**src/design/switch_pkg.sv**
```systemverilog
// constants for the eight-channel serial switch control block
package switch_pkg;
  localparam int unsigned WORD_BITS = 16;
  localparam int unsigned CHANNELS = 8;
  localparam int unsigned FRAME_STEP = 8;
  localparam int unsigned OUT_LSB = 0;
  localparam int unsigned DETECT_LSB = 8;
  localparam int unsigned STATUS_ZERO_LSB = 8;
  localparam logic [15:0] COMMAND_RESET = 16'h0000;
  localparam logic [15:0] STATUS_RESET = 16'h0000;
  localparam logic [7:0] FLAGS_RESET = 8'h00;
  localparam logic [7:0] STEP_MASK = 8'h07;
  localparam logic [7:0] COUNT_MAX = 8'hFF;
  localparam logic [1:0] SYNC_RESET = 2'b00;
  localparam logic [1:0] SELECT_SYNC_RESET = 2'b11;
  localparam int unsigned CLK_HZ = 40000000;
  localparam int unsigned LINK_PERIOD_NS = 200;
  typedef enum logic [2:0] {
    ST_IDLE = 3'b001,
    ST_SHIFT = 3'b010,
    ST_APPLY = 3'b100
  } frame_state_t;
endpackage

```
**src/design/pin_sync.sv**
```systemverilog
// two-stage synchroniser for a bundle of asynchronous pins
`timescale 1ns/1ps
module pin_sync #(
  parameter int unsigned WIDTH = 1,
  parameter logic [WIDTH-1:0] INIT = '0
) (
  // clock and reset
  input wire logic clk_sys,
  input wire logic rstn,
  // pins
  input wire logic [WIDTH-1:0] pin_in,
  output logic [WIDTH-1:0] pin_out
);
  logic [WIDTH-1:0] meta_q;

  initial begin
    if (WIDTH < 1) begin
      $error("pin_sync width must be at least one");
    end
  end

  always_ff @(posedge clk_sys or negedge rstn) begin
    if (!rstn) begin
      meta_q <= INIT;
      pin_out <= INIT;
    end else begin
      meta_q <= pin_in;
      pin_out <= meta_q;
    end
  end
endmodule

```
**src/design/fault_latch.sv**
```systemverilog
// per-channel fault flag evaluation and latching
`timescale 1ns/1ps
module fault_latch #(
  parameter int unsigned CHANNELS = 8
) (
  // clock and reset
  input wire logic clk_sys,
  input wire logic rstn,
  // channel state
  input wire logic [CHANNELS-1:0] drive_on,
  input wire logic [CHANNELS-1:0] detect_on,
  input wire logic [CHANNELS-1:0] over_temp,
  input wire logic [CHANNELS-1:0] short_fault,
  input wire logic [CHANNELS-1:0] open_load,
  // frame capture
  input wire logic capture,
  output logic [CHANNELS-1:0] flags_q
);
  initial begin
    if (CHANNELS < 1) begin
      $error("fault_latch needs at least one channel");
    end
  end

  for (genvar ch = 0; ch < CHANNELS; ch++) begin : g_ch
    logic fault_now;
    // off-state open load only with detect current; on-state open ignored
    assign fault_now = over_temp[ch] | short_fault[ch]
        | (open_load[ch] & ~drive_on[ch] & detect_on[ch]);

    // set wins over the clear at frame capture
    always_ff @(posedge clk_sys or negedge rstn) begin
      if (!rstn) begin
        flags_q[ch] <= 1'b0;
      end else if (fault_now) begin
        flags_q[ch] <= 1'b1;
      end else if (capture) begin
        flags_q[ch] <= 1'b0;
      end
    end
  end
endmodule

```
**src/design/switch_serial_ctrl.sv**
```systemverilog
// serial command and fault reporting logic of an eight-channel switch
//
// Overview of operation
// - 16-bit command in, 16-bit status out, MSB first both ways.
// - command acts only on chip select rising edge.
// - command bits 0..7 switch outputs one to eight on when 1.
// - command bits 8..15 enable open-load detect current when 1.
// - status bits 15..8 always zero.
// - status bits 0..7 flag a fault per output.
// - status reflects faults of previously applied state.
// - status shifts out while command shifts in, one bit per clock.
// - overtemperature sets that output's flag.
// - short to supply or overcurrent sets that output's flag.
// - off-state open load flagged only with detect current on.
// - overvoltage forces all outputs off, restores commanded state.
// - overtemperature turns off only that output until recovery.
// - sleep or supply loss resets outputs and detect currents.
// - 32-bit frame returns zeros, flags, then echoed first word.
// - longer frames apply the last 16 bits shifted in.
// - only 16 plus multiples of 8 clocks are accepted.
// - sample input on falling clock, change output on rising.
// - deselected: ignore clock and input, serial output released.
// - outputs five and six OR command bit with direct pwm pins.
// - enable low holds outputs off and detect currents off.
`timescale 1ns/1ps
module switch_serial_ctrl
  import switch_pkg::*;
#(
  parameter int unsigned CHANNELS_P = CHANNELS
) (
  // clock and reset
  input wire logic clk_sys,
  input wire logic rstn,
  // serial link pins
  input wire logic chip_select_n,
  input wire logic serial_clk,
  input wire logic serial_in,
  output logic serial_out,
  output logic serial_out_oe,
  // device control pins
  input wire logic enable,
  input wire logic direct_pwm_input_five,
  input wire logic direct_pwm_input_six,
  // protection indications
  input wire logic battery_supply_overvoltage,
  input wire logic [7:0] thermal_limit,
  input wire logic [7:0] short_fault,
  input wire logic [7:0] open_load,
  // output stage controls
  output logic [7:0] drive_on,
  output logic [7:0] detect_current_on
);
  frame_state_t state_q;
  logic [0:0] cs_n_sync;
  logic [0:0] sclk_sync;
  logic [0:0] sin_sync;
  logic [0:0] en_sync;
  logic [1:0] pwm_sync;
  logic ov_sync;
  logic [7:0] thermal_limit_sync;
  logic [7:0] short_sync;
  logic [7:0] open_sync;
  logic sclk_prev_q;
  logic cs_prev_q;
  logic [15:0] shift_q;
  logic [15:0] command_q;
  logic [7:0] pulse_cnt_q;
  logic [7:0] flags;
  logic capture;
  logic sclk_rise;
  logic sclk_fall;
  logic cs_fall;
  logic cs_rise;
  logic frame_ok;
  logic [7:0] cmd_out;
  logic [7:0] cmd_det;
  logic [7:0] drive_d;

  initial begin
    if (CHANNELS_P != CHANNELS) begin
      $error("switch_serial_ctrl serves exactly eight channels");
    end
  end

  // link, control and protection pin synchronisers
  pin_sync #(.WIDTH(1), .INIT(SELECT_SYNC_RESET[0])) u_sync_cs (
    .clk_sys(clk_sys),
    .rstn(rstn),
    .pin_in(chip_select_n),
    .pin_out(cs_n_sync)
  );

  pin_sync #(.WIDTH(1)) u_sync_sclk (
    .clk_sys(clk_sys),
    .rstn(rstn),
    .pin_in(serial_clk),
    .pin_out(sclk_sync)
  );

  pin_sync #(.WIDTH(1)) u_sync_sin (
    .clk_sys(clk_sys),
    .rstn(rstn),
    .pin_in(serial_in),
    .pin_out(sin_sync)
  );

  pin_sync #(.WIDTH(1)) u_sync_en (
    .clk_sys(clk_sys),
    .rstn(rstn),
    .pin_in(enable),
    .pin_out(en_sync)
  );

  pin_sync #(.WIDTH(2)) u_sync_pwm (
    .clk_sys(clk_sys),
    .rstn(rstn),
    .pin_in({direct_pwm_input_six, direct_pwm_input_five}),
    .pin_out(pwm_sync)
  );

  pin_sync #(.WIDTH(25)) u_sync_prot (
    .clk_sys(clk_sys),
    .rstn(rstn),
    .pin_in({battery_supply_overvoltage, thermal_limit, short_fault,
             open_load}),
    .pin_out({ov_sync, thermal_limit_sync, short_sync, open_sync})
  );

  // fault flags, cleared when loaded into a frame
  fault_latch #(.CHANNELS(CHANNELS)) u_faults (
    .clk_sys(clk_sys),
    .rstn(rstn),
    .drive_on(drive_on),
    .detect_on(detect_current_on),
    .over_temp(thermal_limit_sync),
    .short_fault(short_sync),
    .open_load(open_sync),
    .capture(capture),
    .flags_q(flags)
  );

  // edge detection on synchronised link pins
  always_ff @(posedge clk_sys or negedge rstn) begin
    if (!rstn) begin
      sclk_prev_q <= 1'b0;
      cs_prev_q <= 1'b1;
    end else begin
      sclk_prev_q <= sclk_sync[0];
      cs_prev_q <= cs_n_sync[0];
    end
  end

  assign sclk_rise = sclk_sync[0] & ~sclk_prev_q;
  assign sclk_fall = ~sclk_sync[0] & sclk_prev_q;
  assign cs_fall = ~cs_n_sync[0] & cs_prev_q;
  assign cs_rise = cs_n_sync[0] & ~cs_prev_q;
  assign capture = cs_fall & en_sync[0];
  assign frame_ok = (pulse_cnt_q >= 8'(WORD_BITS))
      && ((pulse_cnt_q & STEP_MASK) == 8'h00);

  // frame sequencing
  always_ff @(posedge clk_sys or negedge rstn) begin
    if (!rstn) begin
      state_q <= ST_IDLE;
    end else if (!en_sync[0]) begin
      state_q <= ST_IDLE;
    end else begin
      unique case (state_q)
        ST_IDLE: begin
          if (cs_fall) begin
            state_q <= ST_SHIFT;
          end
        end
        ST_SHIFT: begin
          if (cs_rise) begin
            state_q <= ST_APPLY;
          end
        end
        ST_APPLY: begin
          state_q <= ST_IDLE;
        end
        default: begin
          state_q <= ST_IDLE;
        end
      endcase
    end
  end

  // clock pulse counter, wrapping one step past a full word
  always_ff @(posedge clk_sys or negedge rstn) begin
    if (!rstn) begin
      pulse_cnt_q <= 8'h00;
    end else if (cs_fall) begin
      pulse_cnt_q <= 8'h00;
    end else if (state_q == ST_SHIFT && sclk_fall) begin
      if (pulse_cnt_q == 8'(WORD_BITS + FRAME_STEP - 1)) begin
        pulse_cnt_q <= 8'(WORD_BITS);
      end else begin
        pulse_cnt_q <= pulse_cnt_q + 8'h01;
      end
    end
  end

  // single shift register: status loaded, command shifted in behind it
  always_ff @(posedge clk_sys or negedge rstn) begin
    if (!rstn) begin
      shift_q <= STATUS_RESET;
    end else if (capture) begin
      shift_q <= {8'h00, flags};
    end else if (state_q == ST_SHIFT && !cs_n_sync[0] && sclk_fall) begin
      shift_q <= {shift_q[14:0], sin_sync[0]};
    end
  end

  // serial output changes on rising clock, released when deselected
  always_ff @(posedge clk_sys or negedge rstn) begin
    if (!rstn) begin
      serial_out <= 1'b0;
      serial_out_oe <= 1'b0;
    end else if (cs_n_sync[0] || !en_sync[0]) begin
      serial_out <= 1'b0;
      serial_out_oe <= 1'b0;
    end else if (capture) begin
      serial_out <= 1'b0;
      serial_out_oe <= 1'b1;
    end else if (state_q == ST_SHIFT && sclk_rise) begin
      serial_out <= shift_q[15];
      serial_out_oe <= 1'b1;
    end
  end

  // command latch, applied only for accepted frames
  always_ff @(posedge clk_sys or negedge rstn) begin
    if (!rstn) begin
      command_q <= COMMAND_RESET;
    end else if (!en_sync[0]) begin
      command_q <= COMMAND_RESET;
    end else if (state_q == ST_APPLY && frame_ok) begin
      command_q <= shift_q;
    end
  end

  assign cmd_out = command_q[OUT_LSB +: CHANNELS];
  assign cmd_det = command_q[DETECT_LSB +: CHANNELS];

  // output drive with pwm, overvoltage and thermal shutdown
  always_comb begin
    drive_d = cmd_out;
    drive_d[4] = cmd_out[4] | pwm_sync[0];
    drive_d[5] = cmd_out[5] | pwm_sync[1];
    drive_d = drive_d & ~thermal_limit_sync;
    if (ov_sync || !en_sync[0]) begin
      drive_d = 8'h00;
    end
  end

  always_ff @(posedge clk_sys or negedge rstn) begin
    if (!rstn) begin
      drive_on <= FLAGS_RESET;
      detect_current_on <= FLAGS_RESET;
    end else begin
      drive_on <= drive_d;
      detect_current_on <= en_sync[0] ? cmd_det : FLAGS_RESET;
    end
  end
endmodule

```
**config.mk**
```make
export PLATFORM = sky130hd
export DESIGN_NAME = switch_serial_ctrl
export DESIGN_NICKNAME = d
export VERILOG_FILES = /design/src/design/switch_pkg.sv /design/src/design/pin_sync.sv /design/src/design/fault_latch.sv /design/src/design/switch_serial_ctrl.sv
export SDC_FILE = /design/constraint.sdc
export NUM_CORES = 1
export LEC_CHECK = 0
export ABC_AREA = 1
export BUFFER_PORTS_ARGS = -buffer_cell sky130_fd_sc_hd__buf_2
export CAP_MARGIN = 5
export CORE_AREA = 2 2 142 144
export CTS_CLUSTER_DIAMETER = 30
export CTS_CLUSTER_SIZE = 40
export DETAILED_ROUTE_END_ITERATION = 8
export DIE_AREA = 0 0 144 146
export GPL_ROUTABILITY_DRIVEN = 0
export PLACE_DENSITY = 0.46
export SLEW_MARGIN = 20
export SYNTH_ARGS = -nofsm -noshare
export SYNTH_HDL_FRONTEND = slang
export SYNTH_SLANG_ARGS = --single-unit
```
**constraint.sdc**
```tcl
create_clock -name clk_sys -period 1.8 [get_ports clk_sys]
set_clock_uncertainty 0.05 [all_clocks]
set_input_delay 0.09 -clock clk_sys [delete_from_list [all_inputs] [get_ports clk_sys]]
set_output_delay 0.09 -clock clk_sys [all_outputs]
set_load 0.005 [all_outputs]
```
==> results of run 1 <==
## sequential cells by signal, summed over array words and instances, names as in the netlist, 2 cells and up
register and flops:
shift_q 16, drive_on 8, u_sync_prot.pin_out 25, command_q 16, pulse_cnt_q 8, detect_current_on 8, state_q 3, u_sync_pwm.meta_q 2
u_faults.flags_q 8, u_sync_prot.meta_q 25, u_sync_pwm.pin_out 2
## layer usage
layer | share of wire [%] | vias to the layer above | global-route usage, %
met5 | 0 | - | 0
met4 | 1.1 | 0 | 3.19
met3 | 3.9 | 7 | 3.78
met2 | 45 | 60 | 14.6
met1 | 50 | 1549 | 14.0
li1 | - | 1594 | -
## kinds of logic after synthesis
kind of cell | Yosys count | share of synthesized area [%]
buffers and inverters | 53 | 5.00
AO/OA/AOI/OAI | 25 | 3.01
flip-flops | 133 | 69.0
adder cells (fa/ha/maj) | 2 | 0.518
AND/OR/NAND/NOR | 220 | 22.5
## where the power goes
part / total [µW] / internal (µW) / switching (µW)
registers: 3200 / 3130 / 75.3
clock network: 3910 / 2670 / 1240
logic: 345 / 152 / 193
## cell usage after synthesis, types with 3 or more instances
master    instances  area share (%)
dfrtp_1         129              67
nand2_1         118             9.2
nand3_1          39             4.0
inv_1            38             3.0
nor2_1           21             1.6
nand3b_1          9             1.4
nand4_1           8             1.0
o211ai_1          8             1.2
o21ai_0           8            0.83
o21ai_1           8            0.83
nor3b_1           6            0.93
inv_2             5            0.39
buf_4             4            0.62
dfstp_2           4             2.2
buf_6             3            0.70
nand2_2           3            0.39
nand2_4           3            0.70
nor2_4            3            0.70
nor3_1            3            0.31
## repair_timing
| item | 4_1_cts | 5_1_grt |
|---|---|---|
| endpoints found under the hold margin | 124 | 0 |
| gates resized for setup | 0 | 2 |
| setup buffers | 0 | 0 |
| hold buffers | 32 | 0 |
| setup endpoints to repair | 0 | 2 |
## critical path, delay by kind of cell, from the launching register on
family / cells / cell delay, ns
flip-flops: 1 / 0.44
AND/OR/NAND/NOR: 6 / 0.82
buffers and inverters: 1 / 0.10
adder cells (fa/ha/maj): 1 / 0.15
## metrics by stage
stage | instance area (µm²) | cells
after global routing | 6440 | 813
after global placement | 5430 | 749
after detailed placement | 5430 | 749
after CTS | 6430 | 813
final | 6440 | 813
after floorplan | 4830 | 433
## area by class of cell
class                   instances  area (µm²)  area share [%]
repair buffers                 92         664            10.3
well taps                     265         332            5.15
inverters                      44         168            2.60
clock buffers                  19         453            7.03
clock inverters                13         228            3.53
flip-flops and latches        133        3330            51.8
multi-input cells             247        1260            19.6
## final timing paths
kind                                         from                       to  slack (ns)  cells past startpoint
setup / recovery                   pulse_cnt_q[0]             command_q[1]        0.17                      8
hold / removal                               rstn       u_sync_sclk.meta_q        0.12                      2
setup reg to reg                   pulse_cnt_q[0]             command_q[1]        0.17                      8
hold reg to reg            u_sync_prot.meta_q[20]  u_sync_prot.pin_out[20]        0.30                      0
max in group asynchronous                    rstn      u_faults.flags_q[3]        0.91                      3
min in group clk_sys                 open_load[7]    u_sync_prot.meta_q[7]        0.26                      2
==> results.toml, run 1 <==
[yosys]
synth_nets = 468
syn_inst = 433
postSynthAreaPerCell_um2 = 11.2
yosysUniqueCellTypes = 29
synth_area_um2 = 4830
ys_warn_count = 0
ys_seq_elements = 133
synth_ff_type = "dfrtp_1"
synth_edf_count = 0
seq_area_frac_synth_pct = 69.0
synthArstFlopShare_pct = 100

[grt]
grt_first_pass_wirelength_mm = 16.4
grt_overflow = 0
grt_max_degree = 47
antenna_found_initial = 0
grt_pass1_vias = 3322
grt_util_all_layers_pct = 10.1

[timing]
tightest_slew_ns = 0.484
setup_viol_count_final = 0
finalSetupTns_ns = 0
period_minus_slack_ns = 1.63
hold_viol = 0
maxSlewViolCount = 0
hold_ws_ns = 0.122
fmax_mhz = 614
slew_headroom_pct = 67.7
finalWorstSetupSlack_ns = 0.171
grt_setup_unrepaired = "false"
fin_crit_sh_pct = 90.5

[floorplan]
die-area_um2 = 21000
core_um2 = 19300
start_util_pct = 25.0
die_x_um = 144
die_h_um = 146
io_pins = 51
rows = 51

[hold_path]
hold_path.class = "in -> async"

[placed_design]
pre_cts_slack_ns = 0.175
dp_hpwl_mm = 6.47
numPortBuffers = 50

[layout]
mostFrequentLayoutCells = "dfrtp_1, nand2_1, buf_2, nand3_1, inv_1"
area_growth_pct = 33.4
fin_util_pct = 33.3
diodes = 0
fillers = 1929
drive_gt1_share_pct = 21.5
final_nets = 570
final_common_cell = "dfrtp_1"

[route]
postRouteAntennaNets = 0
routed_wl_mm = 9.71
via_count = 3210
drt_iter0_markers = 204
drt-pass1-iter-count = 4
vias_per_cell = 3.95
drc = 0
route.detailed.wl_per_inst_um = 11.9

[clock_network]
clk_pin_slew_ns = 0.06
htreeDepth = 4
numCtsBuffers = 17
clock_latency_ns = 0.41
cts-root-buf = "clkbuf_16"
clock_sinks = 133
cts_tree = "built"
cts_buffer_depth = 2

[critical_path]
cp.required_ns = 2.09
cp-end-kind = "flip-flop"
cp_slowest_cell = "dfrtp_2"
setup.worst_path.class = "reg -> reg"
cp-start-kind = "flip-flop"
path_cells = "inv_1, ha_1, nand2_1, nor2_4, nand2_8, nor2_4, nand2_1, nand2_1"
crit_arrival_ns = 1.92
cp_slowest_stage_delay_ns = 0.44
worstPathMaxFanout = 17
cp_common_cell = "nand2_1"

[job]
max_cap_viol_count = 0

[power_and_ir_drop]
peakVddDrop_mv = 0.611
p_leak_uw = 0.00329
power_uw = 7460
pwr_density_cell_nw_per_um2 = 1160

[outcome]
outcome = "finished clean"
Note: power is estimated with default switching activity, not from simulation.
==> inputs of run 2 (changes only) <==
- CORE_AREA: 2 2 142 144 -> 2 2 70 138
- DIE_AREA: 0 0 144 146 -> 0 0 72 140
- PLACE_DENSITY: 0.46 -> 0.79
==> run 2 against run 1 <==
Die area fell by 52%. Hold slack improved by 0.023 ns. Clock-buffer cell count rose by 3. First-iteration DRC count rose by 29%.
==> results.toml, run 2 (synthesis gave the netlist of run 1 again) <==
[timing]
tightest_slew_ns = 0.505
maxSlewViolCount = 0
hold_ws_ns = 0.144
period_minus_slack_ns = 1.66
hold_viol = 0
setup_viol_count_final = 0
slew_headroom_pct = 66.4
finalWorstSetupSlack_ns = 0.138
fin_crit_sh_pct = 92.3
fmax_mhz = 602
grt_setup_unrepaired = "false"
finalSetupTns_ns = 0

[grt]
grt_first_pass_wirelength_mm = 17.2
grt_max_degree = 39
grt_pass1_vias = 3671
grt_util_all_layers_pct = 23.0
antenna_found_initial = 0
grt_overflow = 0

[route]
postRouteAntennaNets = 0
vias_per_cell = 5.21
drt_iter0_markers = 263
route.detailed.wl_per_inst_um = 16.1
via_count = 3374
drc = 0
drt-pass1-iter-count = 5
routed_wl_mm = 10.4

[layout]
mostFrequentLayoutCells = "dfrtp_1, nand2_1, buf_2, nand3_1, inv_1"
diodes = 0
final_nets = 568
final_common_cell = "dfrtp_1"
fillers = 636
finalInstanceArea_um2 = 6210
drive_gt1_share_pct = 20.7
area_growth_pct = 28.5
seq_area_um2 = 3330
reg_top3 = "u_sync_prot.meta_q: 25 flops, u_sync_prot.pin_out: 25 flops"
multi_input_area_um2 = 1260

[power_and_ir_drop]
peakVddDrop_mv = 0.782
p_comb_share_pct = 4.8
internal_power_uw = 5870
p_switching_uw = 1480
p_leak_uw = 0.00327
pwr_density_cell_nw_per_um2 = 1180
seq_power_share_pct = 43.7
clkPwrFrac_pct = 51.5
switching_share_pct = 20.1

[clock_network]
cts_tree = "built"
cts-root-buf = "clkbuf_16"
htreeDepth = 4
cts_setup_buffers = 0
cts_buffer_depth = 2
clock_latency_ns = 0.41
clk_pin_slew_ns = 0.05
clock_sinks = 133
numCtsBuffers = 17

[floorplan]
die-area_um2 = 10100
io_pins = 51
rows = 49
core_um2 = 9010
die_x_um = 72
start_util_pct = 53.6
die_h_um = 140

[hold_path]
hold_path.class = "in -> async"

[placed_design]
numPortBuffers = 50
dp_hpwl_mm = 6.46
pre_cts_slack_ns = 0.147
placed_area_um2 = 5220

[outcome]
outcome = "finished clean"

[critical_path]
cp-end-kind = "flip-flop"
worstPathMaxFanout = 17
path_buf_inv = 1
cp_slowest_stage_delay_ns = 0.42
cp_slowest_cell = "dfrtp_1"
crit_arrival_ns = 1.96
path_delay_family = "simple AND/OR/NAND/NOR gates"
setup.worst_path.class = "reg -> reg"
cp.required_ns = 2.10
cp_common_cell = "nand2_1"
path_cells = "inv_1, ha_1, nand2_1, nor2_4, nand2_8, nor2_4, nand2_1, nand2_1"
cp-start-kind = "flip-flop"

[job]
max_cap_viol_count = 0
-- run 2: worst register-to-register path, stage by stage (launching register included) --
cell and delay [ns]:
dfrtp_1 0.42, inv_1 0.12, ha_1 0.15, nand2_1 0.08
nor2_4 0.17, nand2_8 0.14, nor2_4 0.27, nand2_1 0.13
nand2_1 0.07
-- run 2: per-layer routing --
metal	global-route usage, %	share of wire (%)	up-vias
met4	9.93	2.8	0
li1	-	-	1576
met3	5.90	3.2	25
met2	42.7	59	87
met5	0	0	-
met1	23.3	35	1686
-- run 2: what timing repair did --
| action | CTS | global route |
|---|---|---|
| endpoints found under the hold margin | 88 | 0 |
| resized for setup | 0 | 1 |
| hold buffers | 32 | 0 |
| endpoints found under the setup margin | 0 | 1 |
-- run 2: final timing paths --
kind / startpoint / endpoint / slack (ns) / depth (start not counted)
worst max register to register: pulse_cnt_q[0] / command_q[1] / 0.14 / 8
min in group clk_sys: direct_pwm_input_six / u_sync_pwm.meta_q[1] / 0.27 / 2
worst min register to register: u_sync_prot.meta_q[0] / u_sync_prot.pin_out[0] / 0.29 / 0
worst max-delay path: pulse_cnt_q[0] / command_q[1] / 0.14 / 8
max in group asynchronous: rstn / u_sync_prot.pin_out[14] / 0.92 / 3
worst min-delay path: rstn / u_sync_prot.pin_out[0] / 0.14 / 2
-- run 2: area by class of cell --
type	count	share of cell area, %
tap	102	2.06
timing repair buffer	90	10.6
clock buffer	22	7.80
multi-input combinational	247	20.4
sequential	133	53.7
clock inverter	9	2.78
inverter	44	2.70
-- run 2: power groups by stage --
stage	sequential [µW]	clock [µW]	combinational, µW
floorplan	3230	0	158
global placement	3250	0	286
detailed placement	3260	0	296
CTS	3210	3830	356
global route	3230	3960	402
finish	3210	3790	352
-- run 2: metrics by stage --
stage	utilization, %	cells	total power [µW]
floorplan	-	433	3390
global placement	57.9	584	3540
detailed placement	57.9	584	3550
CTS	68.8	647	7390
global route	68.9	647	7590
finish	68.9	647	7350
